`src/oad_pkg.sv`:
```
// Constants and types shared by the operand address field decoder.
package oad_pkg;
    // ************************************************************
    // Register map and reset values.
    // ************************************************************
    localparam logic [7:0]  OAD_REQ_OFS     = 8'h00;
    localparam logic [7:0]  OAD_OPR_OFS     = 8'h04;
    localparam logic [7:0]  OAD_MEM_OFS     = 8'h08;
    localparam int          OAD_REQ_BYTES   = 3;
    localparam int          OAD_LEN_POS     = 16;
    localparam logic [23:0] OAD_REQ_RST     = 24'h00_0000;
    // ************************************************************
    // Field codes.
    // ************************************************************
    localparam logic [2:0]  OAD_R_BX        = 3'h3;
    localparam logic [2:0]  OAD_R_SP        = 3'h4;
    localparam logic [2:0]  OAD_R_BP        = 3'h5;
    localparam logic [2:0]  OAD_R_SI        = 3'h6;
    localparam logic [2:0]  OAD_R_DI        = 3'h7;
    localparam logic [1:0]  OAD_MOD_NODISP  = 2'h0;
    localparam logic [1:0]  OAD_MOD_BYTE    = 2'h1;
    localparam logic [1:0]  OAD_MOD_WIDE    = 2'h2;
    localparam logic [1:0]  OAD_MOD_REG     = 2'h3;
    localparam logic [2:0]  OAD_RM_SIB      = 3'h4;
    localparam logic [2:0]  OAD_RM_D32      = 3'h5;
    localparam logic [2:0]  OAD_RM_D16      = 3'h6;
    localparam logic [2:0]  OAD_IDX_NONE    = 3'h4;
    localparam logic [2:0]  OAD_DISP_NONE   = 3'h0;
    localparam logic [2:0]  OAD_DISP_BYTE   = 3'h1;
    localparam logic [2:0]  OAD_DISP_WORD   = 3'h2;
    localparam logic [2:0]  OAD_DISP_DWORD  = 3'h4;
    // ************************************************************
    // Types.
    // ************************************************************
    typedef enum logic [1:0] {
        OAD_BYTE_LO = 2'h0,
        OAD_BYTE_HI = 2'h1,
        OAD_WORD    = 2'h2,
        OAD_DWORD   = 2'h3
    } oad_rsize_type;
    typedef enum logic {
        OAD_BUS_IDLE = 1'h0,
        OAD_BUS_ACK  = 1'h1
    } oad_bus_type;
    typedef struct packed {
        logic          modrm_present;
        logic          addr32;
        logic          op32;
        logic          w_present;
        logic          w_bit;
        logic [2:0]    reg_field;
        logic [7:0]    sib;
        logic [7:0]    modrm;
    } oad_req_type;
    typedef struct packed {
        oad_rsize_type size;
        logic [2:0]    num;
    } oad_opr_type;
    typedef struct packed {
        logic          ea_undef;
        logic          sib_follows;
        logic [2:0]    disp_len;
        logic          stack_seg;
        logic [1:0]    scale_shift;
        logic          index_valid;
        logic [2:0]    index_reg;
        logic          base_valid;
        logic [2:0]    base_reg;
        logic          rm_is_reg;
        logic          modrm_used;
    } oad_mem_type;
endpackage

```
`src/oad_dec_if.sv`:
```
// Interface joining the decoder top level to its two decode stages.
`timescale 1ns/1ns
interface oad_dec_if;
    oad_pkg::oad_req_type       req;
    logic [1:0][2:0]            src;
    oad_pkg::oad_opr_type [1:0] opr;
    oad_pkg::oad_mem_type       mem;
    modport top (output req, output src, input opr, input mem);
    modport sel (input req, input src, output opr);
    modport agu (input req, output mem);
endinterface

```
`src/oad_reg_sel.sv`:
```
// Register field selectors for the reg field and the register form of r/m.
`timescale 1ns/1ns
module oad_reg_sel (
    oad_dec_if.sel dec
);
    function automatic oad_pkg::oad_opr_type pick(
        input logic [2:0]           code,
        input oad_pkg::oad_req_type r
    );
        oad_pkg::oad_opr_type o;
        if (r.w_present && !r.w_bit) begin
            o.size = code[2] ? oad_pkg::OAD_BYTE_HI : oad_pkg::OAD_BYTE_LO;
            o.num  = {1'h0, code[1:0]};
        end else begin
            o.size = r.op32 ? oad_pkg::OAD_DWORD : oad_pkg::OAD_WORD;
            o.num  = code;
        end
        return o;
    endfunction

    // ************************************************************
    // One selector per field.
    // ************************************************************
    for (genvar i = 0; i < 2; i++) begin : g_sel
        assign dec.opr[i] = pick(dec.src[i], dec.req); // [RULE_01] [RULE_02] [RULE_03] [RULE_16]
    end
endmodule

```
`src/oad_mem_dec.sv`:
```
// Memory addressing recipe decode from the mod r/m and s-i-b bytes.
`timescale 1ns/1ns
module oad_mem_dec (
    oad_dec_if.agu dec
);
    logic [1:0] md;
    logic [2:0] rm;
    logic [1:0] ss;
    logic [2:0] sx;
    logic [2:0] sb;
    logic [2:0] wide_len;

    assign md = dec.req.modrm[7:6];
    assign rm = dec.req.modrm[2:0];
    assign ss = dec.req.sib[7:6];
    assign sx = dec.req.sib[5:3];
    assign sb = dec.req.sib[2:0];
    assign wide_len = dec.req.addr32 ? oad_pkg::OAD_DISP_DWORD : oad_pkg::OAD_DISP_WORD;

    always_comb begin
        oad_pkg::oad_mem_type m;
        m = '0;
        if (dec.req.modrm_present) begin // [RULE_05]
            m.modrm_used = 1'h1;
            if (md != oad_pkg::OAD_MOD_REG) begin
                m.disp_len = (md == oad_pkg::OAD_MOD_BYTE) ? oad_pkg::OAD_DISP_BYTE :
                             (md == oad_pkg::OAD_MOD_WIDE) ? wide_len :
                             oad_pkg::OAD_DISP_NONE; // [RULE_07] [RULE_10] [RULE_13]
                m.base_valid = 1'h1;
            end
            if (md == oad_pkg::OAD_MOD_REG) begin
                m.rm_is_reg = 1'h1; // [RULE_04] [RULE_11]
            end else if (!dec.req.addr32) begin
                m.base_reg    = rm[1] ? oad_pkg::OAD_R_BP : oad_pkg::OAD_R_BX; // [RULE_06]
                m.index_valid = ~rm[2];
                m.index_reg   = rm[2] ? 3'h0 : (rm[0] ? oad_pkg::OAD_R_DI : oad_pkg::OAD_R_SI);
                m.stack_seg   = ~rm[2] & rm[1];
                if (rm[2]) begin
                    unique case (rm[1:0])
                        2'h0: m.base_reg = oad_pkg::OAD_R_SI;
                        2'h1: m.base_reg = oad_pkg::OAD_R_DI;
                        2'h2: begin
                            m.base_reg  = oad_pkg::OAD_R_BP; // [RULE_07]
                            m.stack_seg = 1'h1;
                            if (md == oad_pkg::OAD_MOD_NODISP) begin
                                m.base_valid = 1'h0; // [RULE_06]
                                m.base_reg   = 3'h0;
                                m.stack_seg  = 1'h0;
                                m.disp_len   = oad_pkg::OAD_DISP_WORD;
                            end
                        end
                        2'h3: m.base_reg = oad_pkg::OAD_R_BX;
                    endcase
                end
            end else if (rm == oad_pkg::OAD_RM_SIB) begin
                m.sib_follows = 1'h1; // [RULE_08]
                m.base_reg    = sb; // [RULE_12]
                m.index_valid = (sx != oad_pkg::OAD_IDX_NONE); // [RULE_15]
                m.index_reg   = m.index_valid ? sx : 3'h0;
                m.scale_shift = ss; // [RULE_14]
                m.ea_undef    = !m.index_valid && (ss != 2'h0); // [RULE_15]
                m.stack_seg   = (sb == oad_pkg::OAD_R_SP) ||
                                (sb == oad_pkg::OAD_R_BP && md != oad_pkg::OAD_MOD_NODISP); // [RULE_13]
            end else begin
                m.base_reg  = rm; // [RULE_09]
                m.stack_seg = (rm == oad_pkg::OAD_R_BP) && (md != oad_pkg::OAD_MOD_NODISP); // [RULE_10]
                if (md == oad_pkg::OAD_MOD_NODISP && rm == oad_pkg::OAD_RM_D32) begin
                    m.base_valid = 1'h0; // [RULE_09]
                    m.base_reg   = 3'h0;
                    m.disp_len   = oad_pkg::OAD_DISP_DWORD;
                end
            end
        end
        dec.mem = m;
    end
endmodule

```
`src/oad_top.sv`:
```
// Operand address field decoder top level with a Wishbone register port.
//
// Implementation choices: the address map and the Wishbone interface to the registers.
`timescale 1ns/1ns
// Contract
// RULE_01: Without width bit, field picks word or dword.
// RULE_02: Width zero picks low then high bytes.
// RULE_03: Width one picks full register by size.
// RULE_04: Mod and r/m decode together; eleven means register.
// RULE_05: No addressing byte means nothing consumed.
// RULE_06: Sixteen-bit mod zero forms and direct word.
// RULE_07: Sixteen-bit mod one/two add displacement.
// RULE_08: Thirty-two-bit r/m four requests s-i-b byte.
// RULE_09: Mod zero register indirect; code five direct.
// RULE_10: Mod one/two add displacement; frame pointer stack.
// RULE_11: Register form r/m follows width and size.
// RULE_12: S-i-b base plus scaled index addressing.
// RULE_13: S-i-b displacement and stack segment choice.
// RULE_14: Scale field multiplies index by 1,2,4,8.
// RULE_15: Index four means none; scale must be zero.
// RULE_16: Width bit chooses byte or full operand.
// RULE_17: Report displacement length and s-i-b request.
module oad_top #(
    parameter int ADDR_W = 8
) (
    input  wire logic              sys_clk,
    input  wire logic              reset_n,
    input  wire logic              wb_cyc,
    input  wire logic              wb_stb,
    input  wire logic              wb_we,
    input  wire logic [ADDR_W-1:0] wb_adr,
    input  wire logic [3:0]        wb_sel,
    input  wire logic [31:0]       wb_wdata,
    output logic                   wb_ack,
    output logic      [31:0]       wb_rdata,
    output logic                   dec_modrm_used,
    output logic                   dec_sib_follows,
    output logic      [2:0]        dec_disp_len,
    output logic      [2:0]        dec_spec_len
);
    // ************************************************************
    // Elaboration checks.
    // ************************************************************
    if (ADDR_W < 8 || ADDR_W > 32) begin : g_bad_width
        $error("ADDR_W must lie between 8 and 32.");
    end

    localparam logic [ADDR_W-1:0] REQ_A = ADDR_W'(oad_pkg::OAD_REQ_OFS);
    localparam logic [ADDR_W-1:0] OPR_A = ADDR_W'(oad_pkg::OAD_OPR_OFS);
    localparam logic [ADDR_W-1:0] MEM_A = ADDR_W'(oad_pkg::OAD_MEM_OFS);

    oad_pkg::oad_bus_type       bus_ff;
    oad_pkg::oad_bus_type       nxt_bus;
    logic                       take;
    logic                       hit_req;
    logic                       hit_opr;
    logic                       hit_mem;
    logic [23:0]                req_bits_ff;
    oad_pkg::oad_req_type       req;
    oad_pkg::oad_opr_type [1:0] opr_ff;
    oad_pkg::oad_mem_type       mem_ff;
    logic [2:0]                 len_ff;
    logic [2:0]                 nxt_len;
    logic [31:0]                rdata_ff;
    logic [31:0]                nxt_rdata;

    oad_dec_if dec_bus ();

    // ************************************************************
    // Bus handshake.
    // ************************************************************
    assign take    = wb_cyc && wb_stb && (bus_ff == oad_pkg::OAD_BUS_IDLE);
    assign hit_req = wb_adr[ADDR_W-1:2] == REQ_A[ADDR_W-1:2];
    assign hit_opr = wb_adr[ADDR_W-1:2] == OPR_A[ADDR_W-1:2];
    assign hit_mem = wb_adr[ADDR_W-1:2] == MEM_A[ADDR_W-1:2];

    always_comb begin
        unique case (bus_ff)
            oad_pkg::OAD_BUS_IDLE: begin
                nxt_bus = take ? oad_pkg::OAD_BUS_ACK : oad_pkg::OAD_BUS_IDLE;
            end
            oad_pkg::OAD_BUS_ACK: begin
                nxt_bus = oad_pkg::OAD_BUS_IDLE;
            end
        endcase
    end

    always_ff @(posedge sys_clk or negedge reset_n) begin
        if (!reset_n) begin
            bus_ff <= oad_pkg::OAD_BUS_IDLE;
        end else begin
            bus_ff <= nxt_bus;
        end
    end

    assign wb_ack = (bus_ff == oad_pkg::OAD_BUS_ACK);

    // ************************************************************
    // Request register.
    // ************************************************************
    always_ff @(posedge sys_clk or negedge reset_n) begin
        if (!reset_n) begin
            req_bits_ff <= oad_pkg::OAD_REQ_RST;
        end else if (take && wb_we && hit_req) begin
            for (int b = 0; b < oad_pkg::OAD_REQ_BYTES; b++) begin
                if (wb_sel[b]) begin
                    req_bits_ff[b*8 +: 8] <= wb_wdata[b*8 +: 8];
                end
            end
        end
    end

    assign req = oad_pkg::oad_req_type'(req_bits_ff);

    // ************************************************************
    // Decode stages.
    // ************************************************************
    assign dec_bus.req    = req;
    assign dec_bus.src[0] = req.reg_field;
    assign dec_bus.src[1] = req.modrm[2:0];

    oad_reg_sel u_reg_sel (
        .dec (dec_bus.sel)
    );

    oad_mem_dec u_mem_dec (
        .dec (dec_bus.agu)
    );

    // ************************************************************
    // Result registers.
    // ************************************************************
    assign nxt_len = 3'(dec_bus.mem.modrm_used) + 3'(dec_bus.mem.sib_follows)
                   + dec_bus.mem.disp_len; // [RULE_17]

    always_ff @(posedge sys_clk or negedge reset_n) begin
        if (!reset_n) begin
            opr_ff <= '0;
            mem_ff <= '0;
            len_ff <= 3'h0;
        end else begin
            opr_ff <= dec_bus.opr;
            mem_ff <= dec_bus.mem;
            len_ff <= nxt_len;
        end
    end

    assign dec_modrm_used  = mem_ff.modrm_used; // [RULE_05]
    assign dec_sib_follows = mem_ff.sib_follows; // [RULE_17]
    assign dec_disp_len    = mem_ff.disp_len; // [RULE_17]
    assign dec_spec_len    = len_ff;

    // ************************************************************
    // Read back.
    // ************************************************************
    always_comb begin
        if (hit_req) begin
            nxt_rdata = 32'(req_bits_ff);
        end else if (hit_opr) begin
            nxt_rdata = 32'(opr_ff) | (32'(len_ff) << oad_pkg::OAD_LEN_POS);
        end else if (hit_mem) begin
            nxt_rdata = 32'(mem_ff);
        end else begin
            nxt_rdata = 32'h0000_0000;
        end
    end

    always_ff @(posedge sys_clk or negedge reset_n) begin
        if (!reset_n) begin
            rdata_ff <= 32'h0000_0000;
        end else if (take && !wb_we) begin
            rdata_ff <= nxt_rdata;
        end
    end

    assign wb_rdata = rdata_ff;

    // ************************************************************
    // Checks.
    // ************************************************************
    logic [1:0] req_mod;
    logic [2:0] req_rm;
    logic       req_sib_form;

    assign req_mod      = req.modrm[7:6];
    assign req_rm       = req.modrm[2:0];
    assign req_sib_form = req.modrm_present && req.addr32 && req_mod != oad_pkg::OAD_MOD_REG
                          && req_rm == oad_pkg::OAD_RM_SIB;

    chk_byte_reg_sel: assert property ( // [RULE_02] [RULE_16]
        @(posedge sys_clk) disable iff (!reset_n)
        req.w_present && !req.w_bit
        |=> opr_ff[0].size == ($past(req.reg_field[2]) ? oad_pkg::OAD_BYTE_HI
                                                         : oad_pkg::OAD_BYTE_LO)
            && opr_ff[0].num == {1'h0, $past(req.reg_field[1:0])}
    ) else $error("Byte register select is wrong.");

    chk_full_reg_sel: assert property ( // [RULE_01] [RULE_03]
        @(posedge sys_clk) disable iff (!reset_n)
        !req.w_present || req.w_bit
        |=> opr_ff[0].size == ($past(req.op32) ? oad_pkg::OAD_DWORD : oad_pkg::OAD_WORD)
            && opr_ff[0].num == $past(req.reg_field)
    ) else $error("Full register select is wrong.");

    chk_rm_reg_form: assert property ( // [RULE_04] [RULE_11]
        @(posedge sys_clk) disable iff (!reset_n)
        req.modrm_present && req_mod == oad_pkg::OAD_MOD_REG
        |=> mem_ff.rm_is_reg && !mem_ff.base_valid && mem_ff.disp_len == 3'h0
            && opr_ff[1].num[1:0] == $past(req_rm[1:0])
    ) else $error("Register form of r/m is wrong.");

    chk_no_modrm: assert property ( // [RULE_05]
        @(posedge sys_clk) disable iff (!reset_n)
        !req.modrm_present
        |=> !dec_modrm_used && !dec_sib_follows && dec_spec_len == 3'h0
    ) else $error("Absent addressing byte was consumed.");

    chk_direct_word: assert property ( // [RULE_06]
        @(posedge sys_clk) disable iff (!reset_n)
        req.modrm_present && !req.addr32 && req_mod == oad_pkg::OAD_MOD_NODISP
        && req_rm == oad_pkg::OAD_RM_D16
        |=> !mem_ff.base_valid && dec_disp_len == oad_pkg::OAD_DISP_WORD
    ) else $error("Direct word form is wrong.");

    chk_frame_word: assert property ( // [RULE_07]
        @(posedge sys_clk) disable iff (!reset_n)
        req.modrm_present && !req.addr32 && req_rm == oad_pkg::OAD_RM_D16
        && (req_mod == oad_pkg::OAD_MOD_BYTE || req_mod == oad_pkg::OAD_MOD_WIDE)
        |=> mem_ff.base_reg == oad_pkg::OAD_R_BP && mem_ff.stack_seg
            && dec_disp_len == ($past(req_mod[1]) ? oad_pkg::OAD_DISP_WORD
                                                  : oad_pkg::OAD_DISP_BYTE)
    ) else $error("Frame pointer word form is wrong.");

    chk_sib_request: assert property ( // [RULE_08]
        @(posedge sys_clk) disable iff (!reset_n)
        req_sib_form
        |=> dec_sib_follows && mem_ff.base_reg == $past(req.sib[2:0])
    ) else $error("S-i-b request is wrong.");

    chk_direct_dword: assert property ( // [RULE_09]
        @(posedge sys_clk) disable iff (!reset_n)
        req.modrm_present && req.addr32 && req_mod == oad_pkg::OAD_MOD_NODISP
        && req_rm == oad_pkg::OAD_RM_D32
        |=> !mem_ff.base_valid && !mem_ff.stack_seg
            && dec_disp_len == oad_pkg::OAD_DISP_DWORD && dec_spec_len == 3'h5
    ) else $error("Direct doubleword form is wrong.");

    chk_frame_dword: assert property ( // [RULE_10]
        @(posedge sys_clk) disable iff (!reset_n)
        req.modrm_present && req.addr32 && req_mod == oad_pkg::OAD_MOD_WIDE
        && req_rm == oad_pkg::OAD_RM_D32
        |=> mem_ff.base_reg == oad_pkg::OAD_R_BP && mem_ff.stack_seg
            && dec_disp_len == oad_pkg::OAD_DISP_DWORD
    ) else $error("Frame pointer doubleword form is wrong.");

    chk_sib_segment: assert property ( // [RULE_12] [RULE_13]
        @(posedge sys_clk) disable iff (!reset_n)
        req_sib_form
        |=> mem_ff.stack_seg == ($past(req.sib[2:0]) == oad_pkg::OAD_R_SP
                                 || ($past(req.sib[2:0]) == oad_pkg::OAD_R_BP
                                     && $past(req_mod) != oad_pkg::OAD_MOD_NODISP))
    ) else $error("S-i-b segment choice is wrong.");

    chk_sib_scale: assert property ( // [RULE_14]
        @(posedge sys_clk) disable iff (!reset_n)
        req_sib_form
        |=> mem_ff.scale_shift == $past(req.sib[7:6])
    ) else $error("Scale factor is wrong.");

    chk_no_index: assert property ( // [RULE_15]
        @(posedge sys_clk) disable iff (!reset_n)
        req_sib_form && req.sib[5:3] == oad_pkg::OAD_IDX_NONE
        |=> !mem_ff.index_valid && mem_ff.ea_undef == ($past(req.sib[7:6]) != 2'h0)
    ) else $error("Missing index handling is wrong.");

    chk_spec_length: assert property ( // [RULE_17]
        @(posedge sys_clk) disable iff (!reset_n)
        req.modrm_present && req.addr32 && req_mod == oad_pkg::OAD_MOD_WIDE
        |=> dec_spec_len == ($past(req_sib_form) ? 3'h6 : 3'h5)
    ) else $error("Specifier length is wrong.");

    chk_pair_index: assert property ( // [RULE_06]
        @(posedge sys_clk) disable iff (!reset_n)
        req.modrm_present && !req.addr32 && req_mod != oad_pkg::OAD_MOD_REG && !req_rm[2]
        |=> mem_ff.index_valid && mem_ff.stack_seg == $past(req_rm[1])
            && mem_ff.base_reg == ($past(req_rm[1]) ? oad_pkg::OAD_R_BP : oad_pkg::OAD_R_BX)
    ) else $error("Two register word form is wrong.");

    chk_bus_answer: assert property (
        @(posedge sys_clk) disable iff (!reset_n)
        take |=> wb_ack ##1 !wb_ack
    ) else $error("Bus acknowledge is not one cycle.");

    chk_write_lands: assert property (
        @(posedge sys_clk) disable iff (!reset_n)
        take && wb_we && hit_req && wb_sel == 4'hf
        |=> req_bits_ff == $past(wb_wdata[23:0])
    ) else $error("Request write did not land.");

    cov_sib_dword: cover property (
        @(posedge sys_clk) disable iff (!reset_n)
        req_sib_form && req_mod == oad_pkg::OAD_MOD_WIDE
    );

    cov_direct_word: cover property (
        @(posedge sys_clk) disable iff (!reset_n)
        dec_spec_len == 3'h3 && !mem_ff.base_valid
    );

    cov_high_byte: cover property (
        @(posedge sys_clk) disable iff (!reset_n)
        mem_ff.rm_is_reg && opr_ff[1].size == oad_pkg::OAD_BYTE_HI
    );

    cov_undef_scale: cover property (
        @(posedge sys_clk) disable iff (!reset_n)
        mem_ff.ea_undef
    );

    cov_bus_read: cover property (
        @(posedge sys_clk) disable iff (!reset_n)
        take && !wb_we ##1 wb_ack
    );
endmodule

```
`config.mk`:
```
export PLATFORM = sky130hd
export DESIGN_NAME = oad_top
export DESIGN_NICKNAME = d
export VERILOG_FILES = /design/src/oad_pkg.sv /design/src/oad_dec_if.sv /design/src/oad_reg_sel.sv /design/src/oad_mem_dec.sv /design/src/oad_top.sv
export SDC_FILE = /design/constraint.sdc
export NUM_CORES = 1
export LEC_CHECK = 0
export ABC_CLOCK_PERIOD_IN_PS = 2200
export BUFFER_PORTS_ARGS = -buffer_cell sky130_fd_sc_hd__buf_4
export CORE_ASPECT_RATIO = 1.2
export CORE_UTILIZATION = 53
export CTS_CLUSTER_SIZE = 20
export DETAILED_ROUTE_END_ITERATION = 8
export GPL_TIMING_DRIVEN = 0
export PLACE_DENSITY = 0.85
export SETUP_SLACK_MARGIN = 0.5
export SKIP_CTS_REPAIR_TIMING = 1
export SLEW_MARGIN = 40
export SYNTH_ARGS = -nofsm -noshare
export SYNTH_HDL_FRONTEND = slang
export SYNTH_SLANG_ARGS = --single-unit
```
`constraint.sdc`:
```
create_clock -name sys_clk -period 2.2 [get_ports sys_clk]
set_input_delay 0.11 -clock sys_clk [delete_from_list [all_inputs] [get_ports sys_clk]]
set_output_delay 0.11 -clock sys_clk [all_outputs]
set_load 0.05 [all_outputs]
```
==> impl_metrics.json <==
{
  "comb_power_share": 0.103,
  "syn_inst": 302,
  "overflow": 0,
  "r2r-start": "dec_bus.req[2]",
  "worstPathMaxFanout": 10,
  "via_per_inst": 5.62,
  "hold_viol_final": 3,
  "cp_cell_sequence": "buf_2, nor2b_4, nand3_1, a211oi_4, ha_4, xor2_1",
  "crit_type": "reg -> reg",
  "reg2reg_to": "dec_spec_len[2]",
  "switching_share": 0.244,
  "core_area_um2": 6490,
  "cts_tree": "built",
  "relSlewSlack": 0.549,
  "clock_sinks": 79,
  "ioPinCount": 90,
  "final_antenna_net_count": 0,
  "tightest_slew_ns": 0.677,
  "synth_area_per_cell_um2": 11.9,
  "first_pass_iters": 4,
  "cts_made_buffers": 9,
  "synth.largest_area_cell": "dfrtp_1",
  "place.gp.congestion": 0.859,
  "violations": "hold timing",
  "timing.final.crit_period_ns": 1.70,
  "cp.required_ns": 2.47,
  "end_kind": "flop",
  "slew_viol_final": 0,
  "clockBufferDepth": 2,
  "routedWlPerCell_um": 17.1,
  "dp_hpwl_mm": 5.91,
  "multi_input_area_um2": 1540,
  "crit_path_top_delay_cell": "dfrtp_1",
  "insertion_delay_ns": 0.35,
  "stdcell_count": 509,
  "irDropWorstVdd_v": 0.000456,
  "area_growth_pct": 35.2,
  "yosys_warnings": 0,
  "rows": 32,
  "dp.cells": 464,
  "grt_max_degree": 80,
  "clkTransAtPathRegs_ns": 0.08,
  "io_buffer_count": 70,
  "post-route-period-util": 0.774,
  "max_freq_mhz": 587,
  "cp.buffers_inverters": 1,
  "antenna_found_initial": 0,
  "drcViolationCount": 0,
  "synthDistinctLibCells": 49,
  "dieArea_um2": 7100,
  "die_x_um": 77.1,
  "holdPathEnd": "dec_bus.req[8]",
  "outcome": "finished, violations left",
  "hold_class": "in -> reg",
  "drive_gt1_frac": 0.373,
  "cts_root_buf": "clkbuf_8",
  "cap_violations": 0,
  "setup-tns-final_ns": 0,
  "routed-via-count": 2860,
  "rsz0062_at_grt": "false",
  "reg2reg_slack_ns": 0.50,
  "holdPathStages": 2,
  "synth_enable_flop_cells": 0,
  "hold_start": "wb_wdata[8]",
  "synth-async-reset-ratio": 1.00,
  "leakagePower_nw": 2.35,
  "syn_area_um2": 3590,
  "grt_pass1_vias": 2669,
  "clock_skew_ns": 0.00780,
  "holdWs_ns": -0.00998,
  "netSwitchingPower_mw": 0.736,
  "start_util": 0.553,
  "arrival_ns": 1.98,
  "drtIter0Drc": 253,
  "p_per_area_nw_per_um2": 623,
  "synth-seq-cells": 79,
  "synthTopCellsByArea": "dfrtp_1 (55%), mux2_2 (7.5%), a32o_1 (2.8%)",
  "final_common_cell": "buf_4",
  "internal_power_mw": 2.28,
  "synth-seq-area-share": 0.551,
  "seqPwrFrac": 0.494,
  "path_delay_family": "flip-flops",
  "htree_levels": 3,
  "setup_viol": 0,
  "clockPowerShare": 0.403,
  "ff2ff_path_depth": 6,
  "startpoint_type": "flop",
  "sequential_cell_area_um2": 1980,
  "grt_pass1_wl_mm": 13.1,
  "final_cell_mix": "buf_4 (87), dfrtp_1 (77), mux2_2 (24)",
  "synth_flop_cell": "dfrtp_1",
  "yosys.area.top_type_share": 0.551,
  "grt_use_total": 0.244,
  "diodes": 0,
  "n_fill_cell": 429,
  "wl_mm": 8.71,
  "nNetsFinal": 475,
  "die_y_um": 92.1,
  "slowest_delay_ns": 0.38
}
[final cells by class]
cell class / count / area share
flip-flops and latches: 79 / 0.408
well taps: 85 / 0.0219
inverters: 7 / 0.00542
repair buffers: 99 / 0.166
clock buffers: 10 / 0.0284
multi-input cells: 196 / 0.318
clock inverters: 6 / 0.0191
plain buffers: 27 / 0.0330
[cells by family after synthesis]
group | count (synthesis) | synth area share
buf+inv | 34 | 0.0499
compound gates | 59 | 0.126
xor+xnor | 1 | 0.00244
other cells | 1 | 0.00105
mux | 31 | 0.0949
simple gates | 90 | 0.151
flops | 79 | 0.551
fa+ha+maj | 7 | 0.0244
[flip-flops by register name (all words and copies together) (netlist names)]
register         cells
dec_sib_follows      1
dec_spec_len         3
dec_disp_len         3
opr_ff               9
wb_ack               1
mem_ff              13
wb_rdata            24
dec_modrm_used       1
dec_bus.req         24
[stage by stage]
step	cell area (µm²)	util	setup WS [ns]	hold slack (ns)	total power, mW
after floorplan	3640	-	0.545	-0.186	1.66
after global placement	4270	0.659	0.375	0.310	1.78
after detailed placement	4280	0.659	0.328	0.181	1.79
after CTS	4510	0.695	0.287	-0.202	2.99
after global routing	4850	0.747	0.447	0.000228	3.12
final	4850	0.747	0.496	-0.00998	3.02
[cell usage after synthesis (all sizes together), types with 3 or more instances]
master	n
buf	15
nor2b	14
o2bb2ai	10
ha	7
clkbuf	12
nand4	3
o31ai	7
dfrtp	79
nand2b	5
nor2	12
a32o	10
mux2i	7
a211oi	4
o21ai	9
nand2	22
and2	6
mux2	24
inv	7
or3	7
nand3	5
a21oi	7
[power by group through the flow]
stage          logic [mW]  registers, mW  clock network [mW]
3_3_place_gp        0.261           1.52                   0
2_1_floorplan       0.125           1.54                   0
4_1_cts             0.268           1.49                1.23
3_5_place_dp        0.266           1.52                   0
6_report            0.310           1.49                1.22
5_1_grt             0.334           1.50                1.29
[metal layers]
layer | global-route usage | share of wire | wire length (µm)
met5 | 0 | 0 | 0
met4 | 0.0896 | 0.020 | 174
met3 | 0.0478 | 0.065 | 563
met2 | 0.414 | 0.52 | 4560
met1 | 0.310 | 0.39 | 3410
[worst register-to-register path, delay by kind of cell (launching register included)]
| kind | cells | cell delay (ns) |
|---|---|---|
| DFF | 1 | 0.38 |
| adders and majority gates | 1 | 0.19 |
| buffers and inverters | 1 | 0.21 |
| xor gates and xnor gates | 1 | 0.14 |
| AOI/OAI and AO/OA | 1 | 0.33 |
| and+or+nand+nor | 2 | 0.38 |
[worst max path at each step]
stage,start,end,slack (ns),depth (start not counted)
5_1_grt,dec_bus.req[2],dec_spec_len[2],0.45,6
3_5_place_dp,dec_bus.req[2],dec_spec_len[2],0.33,6
3_3_place_gp,wb_adr[5],dec_bus.req[10],0.38,4
6_report,dec_bus.req[2],dec_spec_len[2],0.50,6
2_1_floorplan,wb_ack,dec_bus.req[0],0.55,3
4_1_cts,dec_bus.req[2],dec_spec_len[2],0.29,6
Power figures use the tool's default switching activity.
